--- src/tis_map.svh ---
// Constants for the trap and interrupt sequencer
// Assumes inclusion by the sequencer module and the bench top only
`ifndef TIS_MAP_SVH
`define TIS_MAP_SVH
`define TIS_STACK_FLOOR      16'h0800
`define TIS_LVL_MATH         4'hb
`define TIS_LVL_ADDR         4'hc
`define TIS_LVL_STACK        4'hd
`define TIS_LVL_OSC          4'he
`define TIS_LVL_HARD_MIN     4'hc
`define TIS_HARD_MASK        4'he
`define TIS_BIT_OVF          31
`define TIS_BIT_CAT          39
`define TIS_CONFLICT_BIT     15
`define TIS_TRAP_PRIO_BIT    3
`define TIS_ALT_VEC_OFS      24'h000080
`define TIS_VEC_BASE         24'h000004
`define TIS_IRQ_VEC_BASE     24'h000014
`define TIS_NUM_IRQ          8
`endif

--- src/tis_pkg.sv ---
// Types for the trap and interrupt sequencer
// Assumes nothing beyond the map header
package tis_pkg;
    typedef enum logic [3:0] {
        TIS_IDLE   = 4'b0001,
        TIS_PUSH   = 4'b0010,
        TIS_VECTOR = 4'b0100,
        TIS_POP    = 4'b1000
    } tis_state_t;
endpackage : tis_pkg

--- src/tis_sequencer.sv ---
// Trap detection, priority and interrupt entry/exit sequencing
// Assumes the core pipeline on the same clock, pulses one cycle long
//
// Our own choices: the placing of the registers and the plain strobed port.
`timescale 1ns/1ns
`default_nettype none
`include "tis_map.svh"
module tis_sequencer
    import tis_pkg::*;
(
    input  wire logic        clk,
    input  wire logic        rst_n,
    input  wire logic        cyc_start,
    input  wire logic        div_by_zero,
    input  wire logic        acc_op,
    input  wire logic [40:0] acc_result,
    input  wire logic        ovf_a_trap_en,
    input  wire logic        ovf_b_trap_en,
    input  wire logic        acc_sel_b,
    input  wire logic        cat_ovf_trap_en,
    input  wire logic        guard_bits_used,
    input  wire logic        saturation_on,
    input  wire logic [4:0]  shift_amount,
    input  wire logic [4:0]  shift_max,
    input  wire logic        shift_op,
    input  wire logic        data_access,
    input  wire logic        word_access,
    input  wire logic [15:0] data_addr,
    input  wire logic        dual_op,
    input  wire logic        y_space_access,
    input  wire logic [15:0] x_space_top,
    input  wire logic [15:0] y_space_base,
    input  wire logic [15:0] data_mem_top,
    input  wire logic        prog_data_fetch,
    input  wire logic        instr_fetch,
    input  wire logic [23:0] fetch_addr,
    input  wire logic [23:0] prog_mem_top,
    input  wire logic [23:0] vector_space_top,
    input  wire logic        sp_load,
    input  wire logic [15:0] sp_value,
    input  wire logic [15:0] stack_limit_register,
    input  wire logic        osc_fail,
    input  wire logic        trap_ack,
    input  wire logic [3:0]  trap_ack_level,
    input  wire logic [7:0]  interrupt_flag_registers,
    input  wire logic [7:0]  interrupt_enable_registers,
    input  wire logic [23:0] irq_prio_flat,
    input  wire logic [3:0]  cpu_priority_level_in,
    input  wire logic        cpu_priority_level_wr,
    input  wire logic [23:0] pc_in,
    input  wire logic [7:0]  status_low_byte,
    input  wire logic        return_from_interrupt_instr,
    input  wire logic [23:0] stack_pc_in,
    input  wire logic [7:0]  stack_status_in,
    input  wire logic        alt_vector_select,
    input  wire logic        shadow_save,
    input  wire logic        shadow_restore,
    input  wire logic [4:0]  flags_in,
    input  wire logic [63:0] work_regs_in,
    output logic [3:0]       cpu_priority_level,
    output logic             trap_priority_bit,
    output logic             stall_code,
    output logic             push_req,
    output logic [23:0]      push_pc,
    output logic [7:0]       push_status,
    output logic             vector_req,
    output logic [23:0]      vector_addr,
    output logic             pop_done,
    output logic [23:0]      pop_pc,
    output logic [7:0]       pop_status,
    output logic [3:0]       trap_pending,
    output logic             conflict_reset,
    output logic             trap_conflict_reset_flag,
    output logic [4:0]       shadow_flags,
    output logic [63:0]      shadow_work_regs
);

    // ************************************
    // Helper functions
    // ************************************
    function automatic logic [3:0] prio_of(input logic [23:0] flat, input int idx);
        logic [2:0] p;
        p = flat[idx*3 +: 3];
        return {1'b0, p};
    endfunction : prio_of

    function automatic logic [3:0] trap_level(input logic [3:0] t);
        logic [3:0] l;
        l = 4'h0;
        if (t[0]) l = `TIS_LVL_MATH;
        if (t[1]) l = `TIS_LVL_ADDR;
        if (t[2]) l = `TIS_LVL_STACK;
        if (t[3]) l = `TIS_LVL_OSC;
        return l;
    endfunction : trap_level

    function automatic logic [3:0] hard_only(input logic [3:0] t);
        return t & `TIS_HARD_MASK;
    endfunction : hard_only

    function automatic logic [23:0] vec_of(input logic [23:0] base, input logic [2:0] idx);
        return base + 24'({idx, 1'b0});
    endfunction : vec_of

    // ************************************
    // Trap detection
    // ************************************
    logic       ovf_en;
    logic       math_det;
    logic       addr_det;
    logic       stack_det;
    logic       unimpl_data;
    logic       osc_s1;
    logic       osc_s2;
    logic       osc_d;
    logic [3:0] new_traps;

    always_ff @(posedge clk) begin
        if (!rst_n) begin
            osc_s1 <= 1'b0;
            osc_s2 <= 1'b0;
            osc_d  <= 1'b0;
        end else begin
            osc_s1 <= osc_fail;
            osc_s2 <= osc_s1;
            osc_d  <= osc_s2;
        end
    end

    always_comb begin
        ovf_en   = acc_sel_b ? ovf_b_trap_en : ovf_a_trap_en;
        math_det = div_by_zero
            || (acc_op && ovf_en && !guard_bits_used
                && (acc_result[`TIS_BIT_OVF+1] != acc_result[`TIS_BIT_OVF]))
            || (acc_op && cat_ovf_trap_en && !saturation_on
                && (acc_result[`TIS_BIT_CAT+1] != acc_result[`TIS_BIT_CAT]))
            || (shift_op && (shift_amount > shift_max));
        unimpl_data = (data_addr > data_mem_top)
            || (dual_op && !y_space_access && (data_addr > x_space_top))
            || (dual_op && y_space_access && (data_addr < y_space_base));
        addr_det = (data_access && ((word_access && data_addr[0]) || unimpl_data))
            || (prog_data_fetch && (fetch_addr > prog_mem_top))
            || (instr_fetch && (fetch_addr <= vector_space_top))
            || (instr_fetch && (fetch_addr > prog_mem_top));
        stack_det = sp_load && ((sp_value > stack_limit_register)
            || (sp_value < `TIS_STACK_FLOOR));
        new_traps = {osc_s2 && !osc_d, stack_det, addr_det, math_det};
    end

    // ************************************
    // Trap pending and conflict
    // ************************************
    logic [3:0] active_lvl;
    logic [3:0] next_trap_pending;
    logic       conflict;
    logic [3:0] ack_mask;

    always_comb begin
        active_lvl = trap_level(trap_pending);
        conflict   = 1'b0;
        for (int i = 1; i < 4; i++) begin
            if (new_traps[i] && (trap_level(4'(1 << i)) < active_lvl)
                && (active_lvl >= `TIS_LVL_HARD_MIN))
                conflict = 1'b1;
        end
        ack_mask = 4'h0;
        if (trap_ack) begin
            for (int i = 0; i < 4; i++)
                if (trap_level(4'(1 << i)) == trap_ack_level)
                    ack_mask[i] = 1'b1;
        end
        next_trap_pending = (trap_pending & ~ack_mask) | new_traps;
    end

    always_ff @(posedge clk) begin
        if (!rst_n || conflict_reset) begin
            trap_pending <= 4'h0;
        end else begin
            trap_pending <= next_trap_pending;
        end
    end

    always_ff @(posedge clk) begin
        if (!rst_n) begin
            conflict_reset           <= 1'b0;
            trap_conflict_reset_flag <= 1'b0;
        end else begin
            conflict_reset <= conflict;
            if (conflict)
                trap_conflict_reset_flag <= 1'b1;
        end
    end

    // ************************************
    // Code stall on hard traps
    // ************************************
    always_ff @(posedge clk) begin
        if (!rst_n) begin
            stall_code <= 1'b0;
        end else begin
            stall_code <= |hard_only(next_trap_pending);
        end
    end

    // ************************************
    // Interrupt arbitration
    // ************************************
    logic [7:0] irq_pend;
    logic [3:0] best_lvl;
    logic [2:0] best_idx;
    logic       take_irq;
    logic       take_trap;
    logic [1:0] trap_idx;

    always_ff @(posedge clk) begin
        if (!rst_n) begin
            irq_pend <= 8'h00;
        end else if (cyc_start) begin
            irq_pend <= interrupt_flag_registers & interrupt_enable_registers;
        end
    end

    always_comb begin
        best_lvl = 4'h0;
        best_idx = 3'h0;
        for (int i = `TIS_NUM_IRQ - 1; i >= 0; i--) begin
            if (irq_pend[i] && (prio_of(irq_prio_flat, i) >= best_lvl)) begin
                best_lvl = prio_of(irq_prio_flat, i);
                best_idx = 3'(i);
            end
        end
        trap_idx = 2'h0;
        for (int i = 0; i < 4; i++)
            if (trap_pending[i]) trap_idx = 2'(i);
        take_trap = (active_lvl > cpu_priority_level) && !conflict;
        take_irq  = !take_trap && (|irq_pend)
            && (best_lvl > cpu_priority_level);
    end

    // ************************************
    // Entry and exit sequencer
    // ************************************
    tis_state_t state;
    logic [3:0] entry_lvl;
    logic       entry_trap;
    logic [23:0] entry_vec;

    always_ff @(posedge clk) begin
        if (!rst_n || conflict_reset) begin
            state      <= TIS_IDLE;
            entry_lvl  <= 4'h0;
            entry_trap <= 1'b0;
            entry_vec  <= 24'h0;
        end else begin
            case (state)
                TIS_IDLE: begin
                    if (return_from_interrupt_instr) begin
                        state <= TIS_POP;
                    end else if (cyc_start && (take_trap || take_irq)) begin
                        state      <= TIS_PUSH;
                        entry_trap <= take_trap;
                        entry_lvl  <= take_trap ? active_lvl : best_lvl;
                        entry_vec  <= take_trap
                            ? vec_of(`TIS_VEC_BASE, {1'b0, trap_idx})
                            : vec_of(`TIS_IRQ_VEC_BASE, best_idx);
                    end
                end
                TIS_PUSH:   state <= TIS_VECTOR;
                TIS_VECTOR: state <= TIS_IDLE;
                TIS_POP:    state <= TIS_IDLE;
                default:    state <= TIS_IDLE;
            endcase
        end
    end

    always_ff @(posedge clk) begin
        if (!rst_n) begin
            push_req    <= 1'b0;
            push_pc     <= 24'h0;
            push_status <= 8'h00;
        end else begin
            push_req <= (state == TIS_PUSH);
            if (state == TIS_PUSH) begin
                push_pc     <= pc_in;
                push_status <= status_low_byte;
            end
        end
    end

    always_ff @(posedge clk) begin
        if (!rst_n) begin
            vector_req  <= 1'b0;
            vector_addr <= 24'h0;
        end else begin
            vector_req <= (state == TIS_VECTOR);
            if (state == TIS_VECTOR)
                vector_addr <= alt_vector_select
                    ? (entry_vec + `TIS_ALT_VEC_OFS) : entry_vec;
        end
    end

    always_ff @(posedge clk) begin
        if (!rst_n) begin
            pop_done   <= 1'b0;
            pop_pc     <= 24'h0;
            pop_status <= 8'h00;
        end else begin
            pop_done <= (state == TIS_POP);
            if (state == TIS_POP) begin
                pop_pc     <= stack_pc_in;
                pop_status <= stack_status_in;
            end
        end
    end

    // ************************************
    // Priority level and trap bit
    // ************************************
    always_ff @(posedge clk) begin
        if (!rst_n || conflict_reset) begin
            cpu_priority_level <= 4'h0;
            trap_priority_bit  <= 1'b0;
        end else if (state == TIS_VECTOR) begin
            cpu_priority_level <= entry_lvl;
            trap_priority_bit  <= entry_trap;
        end else if (state == TIS_POP) begin
            cpu_priority_level <= {trap_priority_bit & stack_status_in[7],
                                   stack_status_in[7:5]};
            trap_priority_bit  <= 1'b0;
        end else if (cpu_priority_level_wr) begin
            cpu_priority_level <= cpu_priority_level_in;
            trap_priority_bit  <= cpu_priority_level_in[`TIS_TRAP_PRIO_BIT];
        end
    end

    // ************************************
    // Shadow registers
    // ************************************
    always_ff @(posedge clk) begin
        if (!rst_n) begin
            shadow_flags     <= 5'h00;
            shadow_work_regs <= 64'h0;
        end else if (shadow_save) begin
            shadow_flags     <= flags_in;
            shadow_work_regs <= work_regs_in;
        end
    end

endmodule : tis_sequencer
`default_nettype wire

--- config.mk ---
export PLATFORM = sky130hd
export DESIGN_NAME = tis_sequencer
export DESIGN_NICKNAME = d
export VERILOG_FILES = /design/src/tis_pkg.sv /design/src/tis_sequencer.sv
export VERILOG_INCLUDE_DIRS = /design/src /design/src/src
export SDC_FILE = /design/constraint.sdc
export NUM_CORES = 1
export LEC_CHECK = 0
export ABC_AREA = 1
export BUFFER_PORTS_ARGS = -buffer_cell sky130_fd_sc_hd__buf_2
export CAP_MARGIN = 20
export CELL_PAD_IN_SITES_DETAIL_PLACEMENT = 1
export CELL_PAD_IN_SITES_GLOBAL_PLACEMENT = 2
export CORE_AREA = 2 2 232 234
export DETAILED_ROUTE_END_ITERATION = 16
export DIE_AREA = 0 0 234 236
export GPL_ROUTABILITY_DRIVEN = 0
export PLACE_DENSITY_LB_ADDON = 0.1
export SYNTH_ARGS = -nofsm -noshare
export SYNTH_HDL_FRONTEND = slang
export SYNTH_SLANG_ARGS = --single-unit
--- constraint.sdc ---
create_clock -name clk -period 9.3 [get_ports clk]
set_input_delay 0.465 -clock clk [delete_from_list [all_inputs] [get_ports clk]]
set_output_delay 0.465 -clock clk [all_outputs]
set_load 0.05 [all_outputs]
== After elaboration in Yosys (flattened, before gate mapping) ==
Cells that the tools add are included.

* $add $sub $neg: 3
* Magnitude comparators: 21
* Equal/unequal tests: 11
* Multiplexer cells: 48
* Bitwise logic cells: 6
* Reductions and logical operators: 58

{| class="wikitable"
|+ Operators by type and width
! operator !! number
|-
| 4-bit two-way mux || 22
|-
| 16-bit greater-than comparator || 3
|-
| 1-bit logical AND || 35
|-
| 3-bit by 4-bit greater-or-equal comparator with 1-bit output || 7
|-
| 3-bit two-way mux || 9
|-
| 24-bit by 8-bit adder with 24-bit output (second input constant) || 1
|-
| 24-bit greater-than comparator || 1
|-
| 24-bit <= comparator || 1
|-
| 24-bit two-way mux || 1
|-
| 4-bit equality test || 4
|-
| 16-bit by 12-bit < comparator with 1-bit output (second input constant) || 1
|-
| 16-bit < comparator || 1
|-
| 1-bit logical OR || 12
|-
| 4-bit < comparator (first input constant) || 3
|-
| 1-bit two-way mux || 12
|-
| 8-bit AND || 1
|-
| 4-bit greater-than comparator || 2
|-
| 4-bit case mux with 2 select lines || 1
|-
| 8-bit OR reduction || 1
|-
| 1-bit zero test || 7
|-
| 5-bit by 4-bit adder with 6-bit output (first input constant) || 1
|-
| 6-bit two-way mux || 1
|-
| 5-bit greater-than comparator || 1
|-
| 3-bit by 3-bit adder with 4-bit output (first input constant) || 1
|-
| 16 further kinds || 18
|}

* Register bits: 216
* Output and inout bits: 172

== Longest topological paths before layout ==
Gate-level depths: netlist (run 1).

* Depth in word-level cells: 29
* Gate-level depth with buffers: 77
* Depth with buffers taken out: 77

== Least setup slack after synthesis (run 1) ==
Ideal clock, no wire load.

* Path type: in2reg
* Start point: input irq_prio_flat[22]
* End point: register entry_vec[2]
* Setup time: 0.109 ns
* Data arrival time: 8.110 ns
* Data required time: 9.191 ns
* Slack: 1.081 ns
* Cell stages on the path: 66
* Buffers on the path: 1
* Cell sequence: nand2_1 > ha_1 > nand2_1 > nand2_1 > nand2_1 > nand3_2 > nand2_2 > o21ai_0 > ha_1 > inv_1 > nand2_1 > o21ai_0 > inv_1 > nand2_2 > nand2_4 > nand2_4 > nand2_1 > o21ai_1 > (+30 left out) > nand3_1 > and2_2 > ha_1 > a21oi_1 > o21bai_1 > nand2_1 > or2_2 > and2_2 > ha_1 > a21oi_1 > nor2_1 > o2111ai_1 > nand2_2 > nand3_4 > buf_6 > a21oi_2 > nand2_1 > inv_1

* Longest elaborated chain between the ends: 27
* Elaborated cells between the ends (all ways): 36
* Those cells by class: add/sub (1); order compare (8); mux (16); reduce/logical (11)

{| class="wikitable"
|+ Ends and longest elaborated chain
! item !! RTL line !! text
|-
| from (decl) || tis_sequencer.sv:47 || <nowiki>input wire logic [23:0] irq_prio_flat,</nowiki>
|-
| 3-bit two-way mux (*) || tis_sequencer.sv:227 || <nowiki>if (irq_pend[i] && (prio_of(irq_prio_flat, i) >= best_lvl)) begin</nowiki>
|-
| 3-bit by 4-bit greater-or-equal comparator with 1-bit output || tis_sequencer.sv:227 ||
|-
| 1-bit logical AND || tis_sequencer.sv:227 ||
|-
| 4-bit two-way mux || tis_sequencer.sv:227 ||
|-
| 3-bit by 4-bit greater-or-equal comparator with 1-bit output || tis_sequencer.sv:227 ||
|-
| 1-bit logical AND || tis_sequencer.sv:227 ||
|-
| 4-bit two-way mux || tis_sequencer.sv:227 ||
|-
| 3-bit by 4-bit greater-or-equal comparator with 1-bit output || tis_sequencer.sv:227 ||
|-
| (+11 left out) || -- ||
|-
| 3-bit by 4-bit greater-or-equal comparator with 1-bit output || tis_sequencer.sv:227 ||
|-
| 1-bit logical AND || tis_sequencer.sv:227 ||
|-
| 4-bit two-way mux || tis_sequencer.sv:227 ||
|-
| 4-bit greater-than comparator || tis_sequencer.sv:237 || <nowiki>&& (best_lvl > cpu_priority_level);</nowiki>
|-
| 1-bit logical AND || tis_sequencer.sv:237 ||
|-
| 1-bit logical OR || tis_sequencer.sv:259 || <nowiki>end else if (cyc_start && (take_trap || take_irq)) begin</nowiki>
|-
| 1-bit logical AND || tis_sequencer.sv:259 ||
|-
| 3-bit AND reduction (no source line) || -- ||
|-
| to (signal assigned) || tis_sequencer.sv:263 || <nowiki>entry_vec <= take_trap</nowiki>
|-
| to (decl) || tis_sequencer.sv:246 || <nowiki>logic [23:0] entry_vec;</nowiki>
|}

Mark *: on every way between the ends. The rest lies on a longest branch, timed or not.
A chain may end at the register's enable or synchronous reset.

== Final worst setup path (run 1) ==
* Start point: register irq_pend[7]
* End point: register entry_lvl[2]

* Longest elaborated chain between the ends: 27
* Elaborated cells between the ends (all ways): 30
* Those cells by class: order compare (8); mux (9); reduce/logical (13)

{| class="wikitable"
|+ Ends and longest elaborated chain
! item !! RTL line !! text
|-
| from (decl) || tis_sequencer.sv:208 || <nowiki>logic [7:0] irq_pend;</nowiki>
|-
| from (signal assigned) || tis_sequencer.sv:219 || <nowiki>irq_pend <= interrupt_flag_registers & interrupt_enable_registers;</nowiki>
|-
| 3-bit two-way mux || tis_sequencer.sv:227 ||
|-
| 3-bit by 4-bit greater-or-equal comparator with 1-bit output || tis_sequencer.sv:227 ||
|-
| 1-bit logical AND || tis_sequencer.sv:227 ||
|-
| 4-bit two-way mux || tis_sequencer.sv:227 ||
|-
| 3-bit by 4-bit greater-or-equal comparator with 1-bit output || tis_sequencer.sv:227 ||
|-
| 1-bit logical AND || tis_sequencer.sv:227 ||
|-
| 4-bit two-way mux || tis_sequencer.sv:227 ||
|-
| 3-bit by 4-bit greater-or-equal comparator with 1-bit output || tis_sequencer.sv:227 ||
|-
| (+11 left out) || -- ||
|-
| 3-bit by 4-bit greater-or-equal comparator with 1-bit output || tis_sequencer.sv:227 ||
|-
| 1-bit logical AND || tis_sequencer.sv:227 ||
|-
| 4-bit two-way mux || tis_sequencer.sv:227 ||
|-
| 4-bit greater-than comparator || tis_sequencer.sv:237 ||
|-
| 1-bit logical AND || tis_sequencer.sv:237 ||
|-
| 1-bit logical OR || tis_sequencer.sv:259 ||
|-
| 1-bit logical AND || tis_sequencer.sv:259 ||
|-
| 3-bit AND reduction (no source line) || -- ||
|-
| to (signal assigned) || tis_sequencer.sv:262 || <nowiki>entry_lvl <= take_trap ? active_lvl : best_lvl;</nowiki>
|-
| to (decl) || tis_sequencer.sv:244 || <nowiki>logic [3:0] entry_lvl;</nowiki>
|}

Parallel ways exist; a longest one is shown, timed or not.

==> impl_metrics.ini, run 1 <==
[floorplanning]
placementRows = 85
die_w_um = 234
start_util = 0.2016
ioPinCount = 598
dieArea_um2 = 55220
core_area_um2 = 53070
fp.dieH_um = 236

[logic_synthesis]
syn_area_um2 = 10700
synth_largest_area_cell = dfxtp_1
syn_avg_cell_area_um2 = 7.141
synth-seq-cells = 179
ys_warn_count = 0
synth_top_family_by_area = simple AND/OR/NAND/NOR gates
synthFlopType = dfxtp_1
synth_area_leaders = dfxtp_1 (33%), ha_1 (17%), nor2_1 (11%)
synth-compound-area-share = 0.1599
synth_cells = 1498
yosys.area_share.adder = 0.1673
post-synth-top-area-fraction = 0.3350
ys_seq_area_frac = 0.3350
muxShareOfSynthArea = 0
synth_async_sr_flop_share = 0
synth_cell_types = 50
synth-simple-area-share = 0.2288
synth-xor-area-share = 0
synth_edf_count = 0

[global_routing]
gr-total-overflow = 0
grt_antenna_before_repair = 12
grt_pass1_wl_mm = 70.55
grt_pass1_vias = 12094
grt.total_usage = 0.1678
grt_max_degree = 71

[sta]
final-max-slew-violation-count = 0
hold_ws_ns = 0.2097
worst_pin_slew_ns = 0.7603
max_slew_margin = 0.4931
period_share = 0.9250
rsz0062_at_grt = no
clock_skew_ns = 0.01168
layout_setup_ws_ns = 0.6979
post-route-min-period_ns = 8.602
setup_viol = 0
hold_viol_final = 0
setup-tns-final_ns = 0
timing.fmax_mhz = 116.3

[power_and_ir_drop]
cellLeakagePower_nw = 8.190
switching_share = 0.3613
combPwrFrac = 0.303
seqPwrFrac = 0.364
power_density_nw_per_um2 = 155.0
ir_drop_mv = 0.1406
p_int_mw = 1.479
p_sw_uw = 836.8
clkPwrFrac = 0.332

[cells_and_area]
drive_gt1_frac = 0.3222
final_common_cell = buf_2
area_growth_pct = 39.71
instances_no_fill = 2745
nNetsFinal = 2603
final_cell_mix = buf_2 (540), nor2_1 (320), inv_1 (209), dfxtp_1 (178), o21ai_0 (167)

[clock_network]
cts_buffer_depth = 2
cts_tree = built
clkLatencyLatePin_ns = 0.46
root_buffer = clkbuf_16
cts_max_level = 4
cts_sinks = 179
hold_buffers = 0
numCtsBuffers = 17
path_clk_slew_ns = 0.07

[status]
status = finished clean

[setup_path]
critPathSlowestCell = dfxtp_4
crit_type = reg -> reg
crit_family = simple AND/OR/NAND/NOR gates
critical_path.max_fanout = 7
cp_num_buf_inv = 12
end_kind = flop
cp_data_arrival_time_ns = 8.95
required_ns = 9.65
start_kind = flop
cp_slowest_stage_delay_ns = 0.38

[place]
place_ws_ns = -0.02308
io_buffers = 541
placed_cells = 2695
dp_hpwl_mm = 39.08

[detailed_routing]
drt_first_pass_iters = 4
vias = 11590
drtIter0Drc = 361
via_per_inst = 4.222
wire_per_inst_um = 17.21
routed_wl_mm = 47.24
ant_nets = 0
drc = 0

[hold_path]
hp-class = in -> reg

[run]
max_cap_violations = 0
-- per-stage QoR --
step | total power, mW | area (um^2) | util
after global routing | 2.468 | 14940 | 0.2815
final | 2.316 | 14950 | 0.2816
after detailed placement | 1.555 | 14130 | 0.2662
after floorplan | 1.313 | 10760 | -
after CTS | 2.345 | 14710 | 0.2772
after global placement | 1.542 | 14090 | 0.2655
-- logic make-up after synthesis --
logic type / count (synthesis)
DFF: 179
buffers and inverters: 289
and+or+nand+nor: 575
adders and majority gates: 143
other: 1
AOI/OAI and AO/OA: 311
-- final cells by class --
type | instances | area [um^2]
Tap cell | 696 | 870.8
Inverter | 220 | 828.3
Multi-Input combinational cell | 1047 | 6115
Sequential cell | 179 | 3587
Antenna cell | 4 | 10.01
Clock inverter | 12 | 157.7
Fill cell | 6711 | 38120
Timing Repair Buffer | 569 | 2948
Clock buffer | 18 | 429.2
-- path summary, 6_finish.rpt --
path,from,end,slack (ns),cells after the start
hold / removal,osc_fail,osc_s1,0.21,3
hold reg to reg,osc_s1,osc_s2,0.43,2
setup / recovery,irq_pend[7],entry_lvl[2],0.70,66
setup reg to reg,irq_pend[7],entry_lvl[2],0.70,66
-- synthesized netlist by cell type, drive strengths merged (2+ instances only) --
master     n
nand3     52
or2        5
o21ai    182
a41oi      4
a211oi     3
inv      215
o211ai     8
nand2    160
dfxtp    179
nor4       4
o21bai     6
a31oi      5
nand4     15
o21a       3
clkbuf    48
a2111oi    2
a221oi     2
nor3       8
and2       8
o2111ai    2
o221ai     4
ha       143
buf       21
a22oi      2
o31ai      2
a21oi     82
nor2     320
clkinv     5
-- layer usage --
metal	GRT usage	wire length, um	vias up
li1	-	-	5914
met1	0.1911	19070	5316
met2	0.2978	23440	303
met3	0.05851	4055	43
met4	0.03759	594	14
met5	0	78	-
-- flip-flops by register name, summed over array words and instances (netlist names), 5 cells and up --
register,count
irq_pend,8
pop_status,8
vector_addr,6
shadow_flags,5
shadow_work_regs,64
pop_pc,24
entry_vec,5
push_pc,24
push_status,8
-- power groups by stage --
stage	registers [mW]	clock network, mW	logic (mW)
after floorplan	0.991	0	0.323
final	0.844	0.769	0.702
after CTS	0.845	0.804	0.696
after global placement	0.859	0	0.683
after global routing	0.851	0.825	0.792
after detailed placement	0.861	0	0.693
-- worst register-to-register path, delay by kind of cell (launching register included) --
| kind | cells | cell delay (ns) |
|---|---|---|
| and+or+nand+nor | 33 | 3.64 |
| DFF | 1 | 0.38 |
| buffers and inverters | 12 | 0.84 |
| AOI/OAI and AO/OA | 13 | 1.53 |
| adders and majority gates | 8 | 2.12 |
-- timing repair --
| action | CTS | global route |
|---|---|---|
| setup endpoints to repair | 2 | 12 |
| setup buffers | 0 | 16 |
| gates cloned | 0 | 0 |
| resized for setup | 1 | 32 |
| pin swaps | 0 | 11 |
Note: power is estimated with default switching activity, not from simulation.
==> run 2, diff against run 1 <==
==> constraint.sdc (replaced) <==
create_clock -name clk -period 9.3 [get_ports clk]
set_input_delay 1.86 -clock clk [delete_from_list [all_inputs] [get_ports clk]]
set_output_delay 1.86 -clock clk [all_outputs]
set_load 0.05 [all_outputs]
==> run 2 against run 1 <==
Compared with the run above:
- utilization rose by 1.8 points
- count of clock-buffer cells in the layout rose by 1
- die area did not move
- register-to-register slack improved by 0.19 ns
- critical path type is now in -> reg
- critical endpoint is now entry_vec[2]
==> impl_metrics.ini, run 2 (synthesis gave the netlist of run 1 again) <==
[status]
status = finished clean

[global_routing]
grt_pass1_vias = 12523
grt_pass1_wl_mm = 73.33
grt.total_usage = 0.1743
gr-total-overflow = 0
grt_antenna_before_repair = 18
grt_max_degree = 70

[cells_and_area]
fillers = 6670
final_cell_area_um2 = 15880
drive_gt1_frac = 0.3752
largest_register_ff_count = 64
regArea_um2 = 3583
final_common_cell = buf_2
nNetsFinal = 2688
final_cell_mix = buf_2 (538), nor2_1 (318), inv_1 (200), dfxtp_1 (179), o21ai_0 (165)
instances_no_fill = 2836
area_growth_pct = 48.46
reg_top3 = shadow_work_regs x64, pop_pc x24, push_pc x24
top_register = shadow_work_regs
multi_input_area_um2 = 6402
final_core_util = 0.2993

[clock_network]
path_clk_slew_ns = 0.07
clkLatencyLatePin_ns = 0.47
root_buffer = clkbuf_16
numCtsBuffers = 17
hold_buffers = 0
cts_tree = built
cts_buffer_depth = 2
cts_sinks = 179
cts_max_level = 4

[power_and_ir_drop]
combPwrFrac = 0.342
cellLeakagePower_nw = 8.651
clkPwrFrac = 0.305
seqPwrFrac = 0.353
ir_drop_mv = 0.1567
p_int_mw = 1.506
switching_share = 0.3696
p_sw_uw = 883.1
power_density_nw_per_um2 = 150.5

[run]
max_cap_violations = 0

[setup_path]
critPathSlowestCell = ha_4
cpMostUsedCell = nand2_2
critical_path.max_fanout = 8
start_kind = input pin
required_ns = 9.71
cp_data_arrival_time_ns = 9.70
cp_slowest_stage_delay_ns = 0.28
end_kind = flop
crit_family = simple AND/OR/NAND/NOR gates
crit_type = in -> reg
cp_num_buf_inv = 11

[sta]
hold_viol_final = 0
clock_skew_ns = 0.02727
layout_setup_ws_ns = 0.007653
max_slew_margin = 0.4966
final-max-slew-violation-count = 0
rsz0062_at_grt = yes
worst_pin_slew_ns = 0.7551
hold_ws_ns = 0.4237
post-route-min-period_ns = 9.292
timing.fmax_mhz = 107.6
setup_viol = 0
period_share = 0.9992

[floorplanning]
ioPinCount = 598
dieArea_um2 = 55220
core_area_um2 = 53070
die_w_um = 234
fp.dieH_um = 236
start_util = 0.2016
placementRows = 85

[detailed_routing]
top_layer = met5
vias = 12003
drc = 0
drt_first_pass_iters = 4
met1_length_mm = 20.06
drtIter0Drc = 343
ant_nets = 0
met2_length_mm = 24.41
wire_per_inst_um = 17.35
wl_met3_mm = 4.136
routed_wl_mm = 49.19
via_per_inst = 4.232

[place]
io_buffers = 541
postPlaceCellArea_um2 = 14540
placed_cells = 2742
dp_hpwl_mm = 39.45
place_ws_ns = -0.8801

[hold_path]
hp-class = reg -> reg
run 2: per-stage QoR:
stage,TNS (ns),power (mW)
4_1_cts,0,2.384
5_1_grt,-6.608,2.555
6_report,0,2.389
3_5_place_dp,-9.725,1.605
2_1_floorplan,0,1.324
3_3_place_gp,-7.125,1.592
run 2: repair_timing:
action,CTS,global route
cloned,0,0
buffers inserted,44,13
pin swaps,26,56
gates resized for setup,23,71
setup endpoints to repair,12,12
hold endpoints to repair,0,0
run 2: power by group through the flow:
stage	sequential (mW)	combinational [mW]	clock, mW
floorplan	0.991	0.334	0
global placement	0.860	0.732	0
detailed placement	0.861	0.744	0
CTS	0.845	0.780	0.759
global route	0.851	0.913	0.791
finish	0.844	0.817	0.728
run 2: layer usage:
layer	up-vias	GRT usage
met1	5553	0.1978
met5	-	0
li1	6083	-
met3	40	0.06637
met4	18	0.03951
met2	309	0.3061
run 2: cell type report:
class	count	area share
Multi-Input combinational cell	1047	0.4031
Timing Repair Buffer	654	0.2275
Sequential cell	179	0.2256
Tap cell	696	0.05483
Inverter	220	0.05263
Clock buffer	19	0.02726
Clock inverter	13	0.007721
Antenna cell	8	0.001261
run 2: worst register-to-register path, delay by kind of cell, from the launching register on:
| family | cells | cell delay (ns) |
|---|---|---|
| and+or+nand+nor | 35 | 3.63 |
| DFF | 1 | 0.55 |
| buffers and inverters | 10 | 0.62 |
| AOI/OAI and AO/OA | 15 | 1.57 |
| adders and majority gates | 8 | 2.02 |
run 2: path summary, 6_finish.rpt:
path / from / endpoint / slack, ns / depth (start not counted)
max reg2reg: irq_pend[7] / entry_vec[2] / 0.89 / 68
min reg2reg: osc_s1 / osc_s2 / 0.42 / 2
max: irq_prio_flat[22] / entry_vec[2] / 0.008 / 69
min: osc_s1 / osc_s2 / 0.42 / 2
==> run 3, diff against run 2 <==
- CORE_AREA: 2 2 232 234 -> unset
- CORE_ASPECT_RATIO: unset -> 0.8
- CORE_MARGIN: unset -> 8
- CORE_UTILIZATION: unset -> 23
- DIE_AREA: 0 0 234 236 -> unset
==> run 3 against run 2 <==
Compared with the run above:
- cell count shrank 4.1%
- largest power group unchanged
- non-clock buffer count down 34
- first-iteration DRC count rose by 16%
- global-route usage grew 0.40 points
- setup slack improved by 0.049 ns
- sequential power about the same
- sequential share of layout area rose by 0.58 points
- count of clock-buffer cells in the layout rose by 2
- sequential cell count unchanged
- power fell by 1.3%
- utilization increased by 3.9 points
==> impl_metrics.ini, run 3 (synthesis gave the netlist of run 1 again) <==
[cells_and_area]
final_cell_mix = buf_2 (539), nor2_1 (319), inv_1 (201), dfxtp_1 (179), o21ai_0 (165)
final_core_util = 0.3380
reg_top3 = shadow_work_regs x64, pop_pc x24, push_pc x24
regArea_um2 = 3583
fillers = 5768
nNetsFinal = 2654
multi_input_area_um2 = 6331
final_common_cell = buf_2
area_growth_pct = 44.74
final_cell_area_um2 = 15480
largest_register_ff_count = 64
instances_no_fill = 2719
top_register = shadow_work_regs
drive_gt1_frac = 0.3637

[sta]
rsz0062_at_grt = yes
period_share = 0.9939
timing.fmax_mhz = 108.2
setup-tns-final_ns = 0
max_slew_margin = 0.2804
final-max-slew-violation-count = 0
setup_viol = 0
hold_viol_final = 0
layout_setup_ws_ns = 0.05654
worst_pin_slew_ns = 1.075
post-route-min-period_ns = 9.243
hold_ws_ns = 0.4233
clock_skew_ns = 0.009815

[power_and_ir_drop]
p_int_mw = 1.510
combPwrFrac = 0.337
power_mw = 2.357
p_sw_uw = 847.2
cellLeakagePower_nw = 8.481
power_density_nw_per_um2 = 152.2
clkPwrFrac = 0.305
seqPwrFrac = 0.358
switching_share = 0.3594
ir_drop_mv = 0.1277

[floorplanning]
start_util = 0.2335
die_w_um = 257.1
core_area_um2 = 45810
ioPinCount = 598
fp.dieH_um = 208.9
dieArea_um2 = 53710
placementRows = 70

[setup_path]
rr_worst_depth = 66
r2r_start = irq_pend[7]
start_kind = input pin
cp_num_buf_inv = 11
cpMostUsedCell = nand2_2
critical_path.max_fanout = 8
required_ns = 9.67
crit_type = in -> reg
crit_cells = 68
r2r_setup_slack_ns = 1.01
startpoint = irq_prio_flat[22]
end_kind = flop
critPathSlowestCell = ha_4
crit_family = simple AND/OR/NAND/NOR gates
cp_slowest_stage_delay_ns = 0.29
cp_data_arrival_time_ns = 9.61
worstReg2RegEnd = entry_lvl[1]
endpoint = entry_lvl[1]

[clock_network]
path_clk_slew_ns = 0.07
clkLatencyLatePin_ns = 0.44
cts_tree = built
cts_buffer_depth = 2
numCtsBuffers = 17
hold_buffers = 0
cts_max_level = 4
cts_sinks = 179
root_buffer = clkbuf_16

[global_routing]
grt.total_usage = 0.1783
grt_pass1_wl_mm = 75.33
gr-total-overflow = 0
grt_antenna_before_repair = 13
grt_pass1_vias = 12587
grt_max_degree = 81

[place]
place_ws_ns = -0.8033
io_buffers = 541
placed_cells = 2659
postPlaceCellArea_um2 = 14480
dp_hpwl_mm = 41.97

[detailed_routing]
vias = 11859
drt_first_pass_iters = 4
ant_nets = 0
via_per_inst = 4.362
drc = 0
wire_per_inst_um = 18.45
routed_wl_mm = 50.17
drtIter0Drc = 397

[hold_path]
hp-class = reg -> reg

[run]
max_cap_violations = 0

[status]
status = finished clean
==> run 3: layout make-up <==
| class | count | share of cell area |
|---|---|---|
| Antenna cell | 9 | 0.001455 |
| Tap cell | 612 | 0.04945 |
| Multi-Input combinational cell | 1047 | 0.4089 |
| Timing Repair Buffer | 620 | 0.2181 |
| Inverter | 220 | 0.05366 |
| Clock inverter | 11 | 0.006626 |
| Sequential cell | 179 | 0.2314 |
| Clock buffer | 21 | 0.03038 |
==> run 3: layer usage <==
metal	share of wire	up-vias	routed length [um]	GRT usage
li1	-	6020	-	-
met1	0.43	5561	21390	0.2107
met2	0.50	227	25240	0.3171
met3	0.056	41	2796	0.04937
met4	0.013	10	663	0.04189
met5	0.0015	-	75	0
==> run 3: worst reg2reg max path, delay by kind of cell (launching register included) <==
kind,cells,cell delay [ns]
buf+inv,10,0.74
compound gates,12,1.27
flops,1,0.50
simple gates,36,3.67
fa+ha+maj,8,2.05
==> run 3: repair_timing <==
action | in CTS | in global routing
cloned | 0 | 0
setup endpoints to repair | 12 | 12
pin swaps | 25 | 28
setup buffers | 9 | 10
resized for setup | 16 | 61
==> run 3: worst min path at each step <==
stage	from	end	slack (ns)	cells after the start
finish	osc_s1	osc_s2	0.42	2
global route	osc_s1	osc_s2	0.44	2
CTS	osc_s1	osc_s2	0.43	2
detailed placement	osc_s1	osc_s2	0.41	2
global placement	osc_s1	osc_s2	0.41	2
floorplan	osc_s1	osc_s2	0.39	2
==> run 3: power by group through the flow <==
stage	registers, mW	clock network [mW]	logic, mW
after floorplan	0.991	0	0.334
after global placement	0.859	0	0.735
after detailed placement	0.861	0	0.753
after CTS	0.844	0.745	0.768
after global routing	0.851	0.776	0.886
final	0.844	0.718	0.796
